==> src/dram_bank_params.svh <==
// Constants for the bank-state and write-buffer block
`ifndef DRAM_BANK_PARAMS_SVH
`define DRAM_BANK_PARAMS_SVH
`define BANK_COUNT   32
`define BANK_BITS    5
`define COL_BITS     7
`define LANE_BYTES   8
`define LANE_BITS    64
`define WORD_BYTES   16
`define WORD_BITS    128
`define SYNC_W       179
`define RESET_ACTIVE 32'h0000_0000
`define FULL_MASK    16'hffff
`endif

==> src/dram_bank_pkg.sv <==
// Types for the bank-state and write-buffer block
package dram_bank_pkg;
  typedef enum logic [2:0] {
    ROW_NOP               = 3'h0,
    ROW_ACTIVATE          = 3'h1,
    ROW_PRECHARGE         = 3'h2,
    ROW_REFRESH_ACTIVATE  = 3'h3,
    ROW_REFRESH_PRECHARGE = 3'h4
  } row_op_t;
  typedef enum logic [2:0] {
    COL_NOP                  = 3'h0,
    COL_WRITE                = 3'h1,
    COL_READ                 = 3'h2,
    COL_COLUMN_PRECHARGE     = 3'h3,
    COL_WRITE_WITH_PRECHARGE = 3'h4,
    COL_READ_WITH_PRECHARGE  = 3'h5
  } col_op_t;
endpackage : dram_bank_pkg

==> src/link_sync.sv <==
// Three-stage synchroniser for link inputs
`timescale 1ns/10ps
`default_nettype none
`include "dram_bank_params.svh"
module link_sync (
  // Clock and reset
  input  wire logic                 i_mclk,
  input  wire logic                 i_rst_n,
  // Asynchronous input
  input  wire logic [`SYNC_W-1:0]   i_d,
  // Second and third stages
  output logic      [`SYNC_W-1:0]   o_s2,
  output logic      [`SYNC_W-1:0]   o_s3
);
  logic [`SYNC_W-1:0] s1;
  logic [`SYNC_W-1:0] s2;
  logic [`SYNC_W-1:0] s3;

  always_ff @(posedge i_mclk) begin
    if (!i_rst_n) begin
      s1 <= '0;
      s2 <= '0;
      s3 <= '0;
    end else begin
      s1 <= i_d;
      s2 <= s1;
      s3 <= s2;
    end
  end

  assign o_s2 = s2;
  assign o_s3 = s3;
endmodule : link_sync
`default_nettype wire

==> src/dram_bank_ctrl.sv <==
// Device bank state, write buffer and byte-mask retire logic
`timescale 1ns/10ps
`default_nettype none
`include "dram_bank_params.svh"
// Function
// Controller sends mask packet one fixed interval after a partial write.
// Mask packet shares the slot of the column command that retires the write.
// Unused mask slot of a full write may carry an extended packet.
// Mask-select clear in the mask slot stores all sixteen bytes.
// Reads never get a mask packet; their slot carries extended packets.
// Each mask bit gates one byte across both lanes; one stores, zero keeps.
// Activates to different devices need only the packet interval.
// Same-device activates to non-adjacent banks wait the row-to-row time.
// Same or adjacent bank re-activate needs a precharge and row cycle.
// Precharge after activate elsewhere needs only the packet interval.
// Precharge to same or adjacent bank waits active-to-precharge time.
// Activate far from a precharged bank needs only the packet interval.
// Activate two banks away waits packet or precharge time per middle bank.
// Activate to same or adjacent bank waits the precharge time.
// Same-device precharges are spaced by precharge-to-precharge time.
// Two adjacent banks are never active together.
// Precharge to an active bank also clears both its sense amps.
// Precharge next to an active bank precharges that neighbour.
// Refresh activate and precharge act exactly as activate and precharge.
// Read or retire to a fresh bank waits the row-to-column delay.
// No read or retire to a bank adjacent to an activated bank.
// Column-scheduled precharges obey the row precharge spacing.
// Mask packet holds two eight-bit lane masks for write commands.
// Column packets are sent only in the attention power state.
// Controller tracks bank state and times to enforce spacing.
module dram_bank_ctrl (
  // Clock and reset
  input  wire logic                    i_mclk,
  input  wire logic                    i_rst_n,
  // Channel clock
  input  wire logic                    i_chan_clk,
  // Row packet
  input  wire logic                    i_row_valid,
  input  wire dram_bank_pkg::row_op_t  i_row_op,
  input  wire logic [`BANK_BITS-1:0]   i_row_bank,
  // Column command packet
  input  wire logic                    i_col_valid,
  input  wire dram_bank_pkg::col_op_t  i_col_op,
  input  wire logic [`BANK_BITS-1:0]   i_col_bank,
  input  wire logic [`COL_BITS-1:0]    i_col_addr,
  // Mask or extended packet
  input  wire logic                    i_ext_valid,
  input  wire logic                    i_ext_mask_sel,
  input  wire logic [`LANE_BYTES-1:0]  i_lane_a_byte_mask,
  input  wire logic [`LANE_BYTES-1:0]  i_lane_b_byte_mask,
  input  wire logic                    i_ext_precharge,
  input  wire logic [`BANK_BITS-1:0]   i_ext_bank,
  // Write data packet
  input  wire logic                    i_data_valid,
  input  wire logic [`LANE_BITS-1:0]   i_data_lane_a,
  input  wire logic [`LANE_BITS-1:0]   i_data_lane_b,
  // Bank state
  output logic      [`BANK_COUNT-1:0]  o_bank_active,
  output logic                         o_illegal_activate,
  // Retired write
  output logic                         o_retire_valid,
  output logic      [`BANK_BITS-1:0]   o_retire_bank,
  output logic      [`COL_BITS-1:0]    o_retire_col,
  output logic      [`WORD_BITS-1:0]   o_retire_data,
  output logic      [`WORD_BYTES-1:0]  o_retire_byte_en
);
  import dram_bank_pkg::*;

  function automatic logic [`BANK_COUNT-1:0] precharge_banks(
    input logic [`BANK_COUNT-1:0] act,
    input logic [`BANK_BITS-1:0]  b
  );
    logic [`BANK_COUNT-1:0] r;
    r = act;
    for (int i = 0; i < `BANK_COUNT; i++) begin
      if (i == int'(b) || i == int'(b) + 1 || i + 1 == int'(b)) begin
        r[i] = 1'b0;
      end
    end
    return r;
  endfunction : precharge_banks

  function automatic logic near_active(
    input logic [`BANK_COUNT-1:0] act,
    input logic [`BANK_BITS-1:0]  b
  );
    logic hit;
    hit = 1'b0;
    for (int i = 0; i < `BANK_COUNT; i++) begin
      if ((i == int'(b) + 1 || i + 1 == int'(b)) && act[i]) begin
        hit = 1'b1;
      end
    end
    return hit;
  endfunction : near_active

  // Synchronised link inputs
  logic [`SYNC_W-1:0] s2;
  logic [`SYNC_W-1:0] s3;

  link_sync u_sync (
    .i_mclk  (i_mclk),
    .i_rst_n (i_rst_n),
    .i_d     ({i_chan_clk, i_row_valid, i_row_op, i_row_bank,
               i_col_valid, i_col_op, i_col_bank, i_col_addr,
               i_ext_valid, i_ext_mask_sel, i_lane_a_byte_mask,
               i_lane_b_byte_mask, i_ext_precharge, i_ext_bank,
               i_data_valid, i_data_lane_a, i_data_lane_b}),
    .o_s2    (s2),
    .o_s3    (s3)
  );

  logic                   ck2;
  logic                   ck3;
  logic                   row_v;
  logic [2:0]             row_op_raw;
  row_op_t                row_op;
  logic [`BANK_BITS-1:0]  row_bank;
  logic                   col_v;
  logic [2:0]             col_op_raw;
  col_op_t                col_op;
  logic [`BANK_BITS-1:0]  col_bank;
  logic [`COL_BITS-1:0]   col_addr;
  logic                   ext_v;
  logic                   ext_msel;
  logic [`LANE_BYTES-1:0] mask_a;
  logic [`LANE_BYTES-1:0] mask_b;
  logic                   ext_pre;
  logic [`BANK_BITS-1:0]  ext_bank;
  logic                   dat_v;
  logic [`LANE_BITS-1:0]  dat_a;
  logic [`LANE_BITS-1:0]  dat_b;

  assign ck2 = s2[`SYNC_W-1];
  assign {ck3, row_v, row_op_raw, row_bank, col_v, col_op_raw, col_bank,
          col_addr, ext_v, ext_msel, mask_a, mask_b, ext_pre, ext_bank,
          dat_v, dat_a, dat_b} = s3;
  assign row_op = row_op_t'(row_op_raw);
  assign col_op = col_op_t'(col_op_raw);

  // State
  logic                    clk_hi;
  logic [`BANK_COUNT-1:0]  active;
  logic                    wb_full;
  logic [`BANK_BITS-1:0]   wb_bank;
  logic [`COL_BITS-1:0]    wb_col;
  logic [`WORD_BITS-1:0]   wb_data;
  logic                    illegal;
  logic                    ret_v;
  logic [`BANK_BITS-1:0]   ret_bank;
  logic [`COL_BITS-1:0]    ret_col;
  logic [`WORD_BITS-1:0]   ret_data;
  logic [`WORD_BYTES-1:0]  ret_en;

  logic                    next_clk_hi;
  logic [`BANK_COUNT-1:0]  next_active;
  logic                    next_wb_full;
  logic [`BANK_BITS-1:0]   next_wb_bank;
  logic [`COL_BITS-1:0]    next_wb_col;
  logic [`WORD_BITS-1:0]   next_wb_data;
  logic                    next_illegal;
  logic                    next_ret_v;
  logic [`BANK_BITS-1:0]   next_ret_bank;
  logic [`COL_BITS-1:0]    next_ret_col;
  logic [`WORD_BITS-1:0]   next_ret_data;
  logic [`WORD_BYTES-1:0]  next_ret_en;

  logic edge_seen;
  logic retiring;
  logic row_act;
  logic row_pre;
  logic col_pre;

  always_comb begin
    edge_seen = (ck2 == ck3) && ck3 && !clk_hi;
    next_clk_hi = (ck2 == ck3) ? ck3 : clk_hi;
    // Refresh commands share the plain command paths
    row_act = row_v && (row_op == ROW_ACTIVATE ||
                        row_op == ROW_REFRESH_ACTIVATE);
    row_pre = row_v && (row_op == ROW_PRECHARGE ||
                        row_op == ROW_REFRESH_PRECHARGE);
    col_pre = col_v && (col_op == COL_COLUMN_PRECHARGE ||
                        col_op == COL_WRITE_WITH_PRECHARGE ||
                        col_op == COL_READ_WITH_PRECHARGE);
    retiring = col_v && col_op != COL_READ &&
               col_op != COL_READ_WITH_PRECHARGE;
    next_active   = active;
    next_wb_full  = wb_full;
    next_wb_bank  = wb_bank;
    next_wb_col   = wb_col;
    next_wb_data  = wb_data;
    next_illegal  = 1'b0;
    next_ret_v    = 1'b0;
    next_ret_bank = ret_bank;
    next_ret_col  = ret_col;
    next_ret_data = ret_data;
    next_ret_en   = ret_en;
    if (edge_seen) begin
      if (row_pre) begin
        next_active = precharge_banks(next_active, row_bank);
      end
      if (row_act) begin
        if (near_active(next_active, row_bank) ||
            next_active[row_bank]) begin
          next_illegal = 1'b1;
        end else begin
          next_active[row_bank] = 1'b1;
        end
      end
      if (dat_v) begin
        next_wb_data = {dat_b, dat_a};
      end
      if (retiring && wb_full) begin
        next_ret_v    = 1'b1;
        next_ret_bank = wb_bank;
        next_ret_col  = wb_col;
        next_ret_data = wb_data;
        if (ext_v && ext_msel) begin
          next_ret_en = {mask_b, mask_a};
        end else begin
          next_ret_en = `FULL_MASK;
        end
        next_wb_full = 1'b0;
      end
      if (col_v && (col_op == COL_WRITE ||
                    col_op == COL_WRITE_WITH_PRECHARGE)) begin
        next_wb_full = 1'b1;
        next_wb_bank = col_bank;
        next_wb_col  = col_addr;
      end
      if (col_pre) begin
        next_active = precharge_banks(next_active, col_bank);
      end
      if (ext_v && !ext_msel && ext_pre) begin
        next_active = precharge_banks(next_active, ext_bank);
      end
    end
  end

  always_ff @(posedge i_mclk) begin
    if (!i_rst_n) begin
      clk_hi   <= 1'b0;
      active   <= `RESET_ACTIVE;
      wb_full  <= 1'b0;
      wb_bank  <= '0;
      wb_col   <= '0;
      wb_data  <= '0;
      illegal  <= 1'b0;
      ret_v    <= 1'b0;
      ret_bank <= '0;
      ret_col  <= '0;
      ret_data <= '0;
      ret_en   <= '0;
    end else begin
      clk_hi   <= next_clk_hi;
      active   <= next_active;
      wb_full  <= next_wb_full;
      wb_bank  <= next_wb_bank;
      wb_col   <= next_wb_col;
      wb_data  <= next_wb_data;
      illegal  <= next_illegal;
      ret_v    <= next_ret_v;
      ret_bank <= next_ret_bank;
      ret_col  <= next_ret_col;
      ret_data <= next_ret_data;
      ret_en   <= next_ret_en;
    end
  end

  assign o_bank_active      = active;
  assign o_illegal_activate = illegal;
  assign o_retire_valid     = ret_v;
  assign o_retire_bank      = ret_bank;
  assign o_retire_col       = ret_col;
  assign o_retire_data      = ret_data;
  assign o_retire_byte_en   = ret_en;
endmodule : dram_bank_ctrl
`default_nettype wire

==> config.mk <==
export PLATFORM = sky130hd
export DESIGN_NAME = dram_bank_ctrl
export DESIGN_NICKNAME = d
export VERILOG_FILES = /design/src/dram_bank_pkg.sv /design/src/link_sync.sv /design/src/dram_bank_ctrl.sv
export VERILOG_INCLUDE_DIRS = /design/src
export SDC_FILE = /design/constraint.sdc
export NUM_CORES = 1
export LEC_CHECK = 0
export ABC_AREA = 1
export ABC_CLOCK_PERIOD_IN_PS = 7620
export BUFFER_PORTS_ARGS = -buffer_cell sky130_fd_sc_hd__buf_2
export CAP_MARGIN = 20
export CORE_UTILIZATION = 50
export DETAILED_ROUTE_END_ITERATION = 10
export PLACE_DENSITY = 0.74
export SETUP_SLACK_MARGIN = 0.15
export SLEW_MARGIN = 40
export SYNTH_ARGS = -nofsm -noshare
export SYNTH_HDL_FRONTEND = slang
export SYNTH_SLANG_ARGS = --single-unit
export TNS_END_PERCENT = 5
==> constraint.sdc <==
create_clock -name i_mclk -period 7.62 [get_ports i_mclk]
set_clock_uncertainty 0.1 [all_clocks]
set_input_delay 0.381 -clock i_mclk [delete_from_list [all_inputs] [get_ports i_mclk]]
set_output_delay 0.381 -clock i_mclk [all_outputs]
set_load 0.005 [all_outputs]
==> results of run 1 <==
[metal layers]
metal  global-route usage [%]  up-vias
met5                        0        -
met4                     12.4        2
met3                     3.85      219
met2                     43.7      787
met1                     33.7    11700
li1                         -    12900
[metrics by stage]
stage	instances	area, sq um
4_1_cts	5225	37400
6_report	5230	37500
2_1_floorplan	3937	30500
5_1_grt	5230	37500
3_5_place_dp	4890	32700
3_3_place_gp	4889	32700
[state kept, by name, summed over array words and instances, names as in the netlist]
signal,flops
wb_data,128
o_retire_data,128
u_sync.s1,179
o_bank_active,32
wb_full,1
clk_hi,1
wb_bank,5
o_illegal_activate,1
o_retire_valid,1
u_sync.o_s3,179
u_sync.o_s2,179
o_retire_col,7
o_retire_byte_en,16
wb_col,7
o_retire_bank,5
[synthesized netlist by cell type, drive strengths merged]
cell type,count,area (sq um)
o211ai,18,135
dfxtp,869,17400
a31oi,18,113
a21boi,6,45.0
o21bai,16,120
buf,17,141
nand2,1037,3920
clkinv,3,11.3
nand3b,2,15.0
o21ai,164,821
o22ai,4,25.0
a211oi,3,22.5
nand4,50,313
inv,760,2850
a221oi,18,158
clkbuf,200,751
o221ai,4,35.0
nand3,242,1210
ha,7,87.6
a21oi,348,1740
nor2,137,539
nor3,13,65.1
a211o,1,8.76
[where the power goes]
group / leakage [nW] / switching [W] / internal (W)
Clock: 1.41 / 0.00177 / 0.00249
Combinational: 10.7 / 0.000216 / 0.000155
Sequential: 7.09 / 0.0000381 / 0.00466
Total: 19.2 / 0.00203 / 0.00730
[kinds of logic after synthesis]
group / Yosys count
compound gates: 600
fa+ha+maj: 7
buf+inv: 980
flops: 869
simple gates: 1481
[worst max-delay path, stage by stage, from the launching register on]
cell and delay (ns):
dfxtp_1 0.67, clkinv_1 0.64, ha_1 0.90, inv_1 0.41
nor2_1 0.30, nand2_1 0.13, nand3_1 0.09, nand2_1 0.09
nand3_1 0.09, nand2_1 0.05, nor2_1 0.08, nor2_1 0.05
nor2_1 0.11, nand2_1 0.07, nand2_2 0.53, nand4_1 0.17
nand2_1 0.10, nand2_1 0.05, a21oi_1 0.13
[layout make-up]
| cell class | instances | area (sq um) | area share, % |
|---|---|---|---|
| Clock inverter | 33 | 457 | 1.22 |
| Sequential cell | 869 | 17400 | 46.4 |
| Multi-Input combinational cell | 2088 | 9430 | 25.1 |
| Inverter | 763 | 2870 | 7.65 |
| Clock buffer | 123 | 2440 | 6.51 |
| Timing Repair Buffer | 570 | 3940 | 10.5 |
| Tap cell | 782 | 978 | 2.61 |
| Antenna cell | 2 | 5.00 | 0.0133 |
[worst min path at each step]
stage / to / slack [ns]
global route: u_sync.o_s2[75] / 0.05
global placement: u_sync.o_s2[91] / 0.29
detailed placement: u_sync.o_s3[164] / 0.30
floorplan: u_sync.o_s2[0] / 0.29
CTS: u_sync.o_s3[81] / 0.02
finish: u_sync.o_s2[81] / 0.04
[repair_timing]
action                                 in CTS  in global routing
hold buffers                              179                  0
gates resized for setup                     0                  0
endpoints found under the hold margin     179                  0
==> summary.txt, run 1 <==
Run status -> complete, no violations
GPL Wtd Cong -> 0.921
Post-Route WL -> 82,900 microns
GR Overflow Total -> 0
Worst skew pair latency -> 0.63 ns
Slack of the worst reg-to-reg path -> 2.74 ns
DIE WIDTH -> 249 microns
Most frequent cells in the layout -> nand2_1, dfxtp_1, inv_1, buf_2, a21oi_1
Setup crit start -> u_sync.o_s3[173]
P&R area growth vs syn -> 22.9%
Simple-gate share of the synthesized area -> 19.9%
Hpwl dp -> 49,100 microns
Initial drt markers -> 1,946
Vias in the first global route -> 24,900
CP required -> 8.06 ns
Worst Slack Setup Final -> 2.74 ns
Total power -> 0.00933 W
Post-CTS Setup Inserts -> 0
Final slew viol count -> 0
Yosys reg bits -> 869
Initial Utilization -> 50.6%
Final Hold Viols -> 0
Commonest non-fill, non-tap cell in the layout -> nand2_1
Critical R2R Capture -> o_bank_active[17]
Placeable Area -> 0.0604 sq mm
Post-Synth Adder-Cell Area -> 0.287%
Synthesized Nets -> 4,125
Row count -> 90
Cell Area, Synth -> 0.0305 sq mm
Die Ht -> 249 microns
Number of nets with antenna violations after routing -> 0
R2r worst-path depth -> 18
Synth Area in XOR/XNOR -> 0%
M1 WL -> 35,800 microns
WL met2 -> 39,100 microns
CTS sink count -> 869
Nets -> 4,565
CTS Buffer Depth -> 3
Pre-antenna DRT Iters -> 6
DR WL met3 -> 4140 microns
Place WS -> 2.88 ns
Relative slew slack -> 47.5%
Reg2reg start -> u_sync.o_s3[173]
Hold Path Origin -> i_rst_n
Vias per std cell -> 4.91
Root Driver -> clkbuf_16
LEAKAGE -> 19.2 nW
Pwr Density -> 249 mW/mm^2
Crit path arrival time -> 5.32 ns
Hold Path Stages -> 3
Tot GR Track Use -> 26.3%
Yosys cell types -> 32
DR DRC count -> 0
Max_cap viols -> 0
Final worst path period share -> 64.1%
Post-synthesis mux area share -> 0%
YS warnings -> 0
Wire per inst -> 15.8 microns
Fillers -> 5,115
Die area -> 0.0620 sq mm
H-tree depth -> 3
# IOs -> 371
Number of buffers created by CTS -> 85
Slew at the pin closest to its max-slew limit -> 0.787 ns
Max layer used -> met5
First-pass GRT wire length -> 132,000 microns
Maximum VDD drop -> 0.212 mV
Max Fanout on Critical Path -> 33
Syn Area/Cell -> 7.75 sq um
Largest family of logic cells by synthesized area -> simple AND/OR/NAND/NOR gates
Synthesized instance count -> 3,937
Min-delay worst type -> in2reg
Maximum clock frequency -> 0.205 GHz
CTS tree -> done
Fraction of layout cells with a size suffix above 1 -> 12.6%
# setup viols final -> 0
Port-buffer cells -> 370
Final hold slack -> 0.0408 ns
Critical path class -> reg2reg
Sequential-to-total area share from yosys stat -> 57.0%
Fin crit period -> 4.88 ns
Initial antenna violation count -> 3
Reg clk slew, reported paths -> 0.07 ns
CP endpoint kind -> register
Largest net degree at the start of global routing -> 232
RSZ-0062 raised after global routing -> false
Compound-Gate Fraction of Synth Area -> 10.6%
Critical path capture point -> o_bank_active[17]
Layout Utilization -> 62.2%
CP Launch Type -> register
Final setup TNS -> 0 ns
Via count -> 25,700
(Power assumes the default switching activity.)
==> run 2: changes to the inputs <==
Settings changed: ABC_AREA 1 to 0, ABC_CLOCK_PERIOD_IN_PS 7620 to 5120.
Clock period 7.62 ns to 5.12 ns, I/O delays scaled along.
==> run 2 against run 1 <==
Critical path depth is 7 lower. Combinational power is 32% higher. Routed wire length is 11% lower. Clock power is 48% higher. Largest cell class unchanged. Highest routed layer unchanged. Critical path type unchanged. Sequential cell count stayed put.
==> summary.txt, run 2 <==
Run status -> complete, no violations
Via count -> 22,200
Reg clk slew, reported paths -> 0.06 ns
Post-placement cell area -> 0.0312 sq mm
Sequential-to-total area share from yosys stat -> 60.2%
Initial antenna violation count -> 6
Worst skew pair latency -> 0.62 ns
CP max-delay cell -> a2111oi_4
GR Overflow Total -> 0
Top cell type's share of synthesized area -> 60.2%
# setup viols final -> 0
Max_cap viols -> 0
CP Launch Type -> register
First-pass GRT wire length -> 117,000 microns
Post-route cell area -> 0.0359 sq mm
Synthesized instance count -> 3,043
Primary FF master, synth -> dfxtp_1
RSZ-0062 raised after global routing -> false
Final setup TNS -> 0 ns
Final worst path period share -> 67.9%
Maximum clock frequency -> 0.288 GHz
Final Hold Viols -> 0
Cts repair resizes -> 0
H-tree depth -> 3
Post-synth top area cell -> dfxtp_1
Leading cell type by number of instances after synthesis -> dfxtp_1
CP endpoint kind -> register
# IOs -> 371
Die Ht -> 242 microns
Cell Area, Synth -> 0.0289 sq mm
Synthesized Nets -> 3,231
Max Fanout on Critical Path -> 9
Fillers -> 4,496
Min-delay worst type -> in2reg
Slowest cell delay on critical path -> 0.47 ns
Critical path class -> reg2reg
Commonest cells in the netlist -> dfxtp_1, nand2_1, and2_1
CTS tree -> done
Number of buffers created by CTS -> 84
Commonest non-fill, non-tap cell in the layout -> dfxtp_1
Crit-path cells -> nand2_1 -> nor2_1 -> ha_1 -> or2_1 -> a31oi_1 -> o211ai_1 -> a2111o_1 -> a2111oi_4 -> buf_4 -> o21ai_2 -> o41ai_1
CTS sink count -> 869
Nets -> 3,686
Crit path arrival time -> 3.89 ns
Maximum VDD drop -> 0.313 mV
Hpwl dp -> 44,200 microns
Vias in the first global route -> 21,500
P&R area growth vs syn -> 24.4%
Fraction of layout cells with a size suffix above 1 -> 16.5%
Worst path bufs/invs -> 1
Yosys reg bits -> 869
Initial drt markers -> 1,524
Number of nets with antenna violations after routing -> 0
Area contributors post-synth -> dfxtp_1, and2_1, nand2_1
GPL Wtd Cong -> 0.962
Post-synth EDFFs -> 0
Post-Route WL -> 74,100 microns
Largest net degree at the start of global routing -> 219
CP delay by family, top -> compound AO/OA/AOI/OAI gates
CTS Buffer Depth -> 3
Vias per std cell -> 5.14
Relative slew slack -> 41.7%
Most frequent cells in the layout -> dfxtp_1, nand2_1, and2_1, buf_2, a21oi_1
Initial Utilization -> 50.9%
CP required -> 5.54 ns
YS warnings -> 0
Row count -> 87
Slew at the pin closest to its max-slew limit -> 0.875 ns
Port-buffer cells -> 370
Root Driver -> clkbuf_16
Final slew viol count -> 0
Syn Area/Cell -> 9.49 sq um
Tot GR Track Use -> 24.7%
Total power -> 0.0138 W
Die area -> 0.0587 sq mm
DR DRC count -> 0
Synth async-reset ratio -> 0%
Pwr Density -> 384 mW/mm^2
LEAKAGE -> 14.2 nW
Yosys cell types -> 80
Fin crit period -> 3.48 ns
Wire per inst -> 17.1 microns
DIE WIDTH -> 242 microns
Placeable Area -> 0.0567 sq mm
Pre-antenna DRT Iters -> 8
[run 2: routing by layer]
metal  vias to the layer above  global-route usage [%]  part of all wire [%]
met5                         -                       0                 0.043
met4                         6                    10.2                   3.8
met3                       164                    5.04                   6.3
met2                       740                    41.1                    47
met1                     10400                    31.2                    43
li1                      10900                       -                     -
[run 2: stage by stage]
| stage | utilization [%] | std cells | hold slack (ns) | setup WS, ns |
|---|---|---|---|---|
| 2_1_floorplan | - | 3043 | 0.283 | 1.38 |
| 3_3_place_gp | 55.0 | 3988 | 0.313 | 1.74 |
| 3_5_place_dp | 55.0 | 3988 | 0.317 | 1.73 |
| 4_1_cts | 63.3 | 4319 | 0.0479 | 1.69 |
| 5_1_grt | 63.3 | 4323 | 0.0766 | 1.36 |
| 6_report | 63.3 | 4323 | 0.0538 | 1.64 |
[run 2: path summary, 6_finish.rpt]
kind | startpoint | endpoint | slack [ns] | depth (start not counted)
hold / removal | i_rst_n | u_sync.o_s3[172] | 0.05 | 2
setup / recovery | u_sync.o_s3[169] | o_bank_active[7] | 1.64 | 11
hold reg to reg | u_sync.o_s2[12] | u_sync.o_s3[12] | 0.32 | 1
setup reg to reg | u_sync.o_s3[169] | o_bank_active[7] | 1.64 | 11
[run 2: area by class of cell]
cell class | instances | area [sq um] | share of cell area [%]
Tap cell | 756 | 946 | 2.63
Antenna cell | 3 | 7.51 | 0.0209
Inverter | 17 | 76.3 | 0.212
Timing Repair Buffer | 586 | 4010 | 11.2
Sequential cell | 869 | 17400 | 48.4
Clock inverter | 31 | 369 | 1.03
Multi-Input combinational cell | 1940 | 10600 | 29.6
Clock buffer | 121 | 2500 | 6.97
[run 2: where the power goes]
group	internal [W]	switching [W]	total, W	leakage (nW)
clock	0.00372	0.00259	0.00631	1.42
sequential	0.00693	0.0000477	0.00698	7.09
combinational	0.000253	0.000236	0.000490	5.65
[run 2: cell families (layout without fill, tap and decap cells)]
family,after synthesis,count (layout),share of synthesized area [%]
xor+xnor,2,2,0.0607
fa+ha+maj,7,7,0.303
mux,24,24,1.02
flops,869,869,60.2
simple gates,1408,1408,24.5
other cells,0,3,0
buf+inv,234,755,3.18
compound gates,499,499,10.7
[run 2: repair_timing]
action,in CTS,in global routing
setup buffers,0,0
endpoints found under the hold margin,179,0
hold buffers,179,0
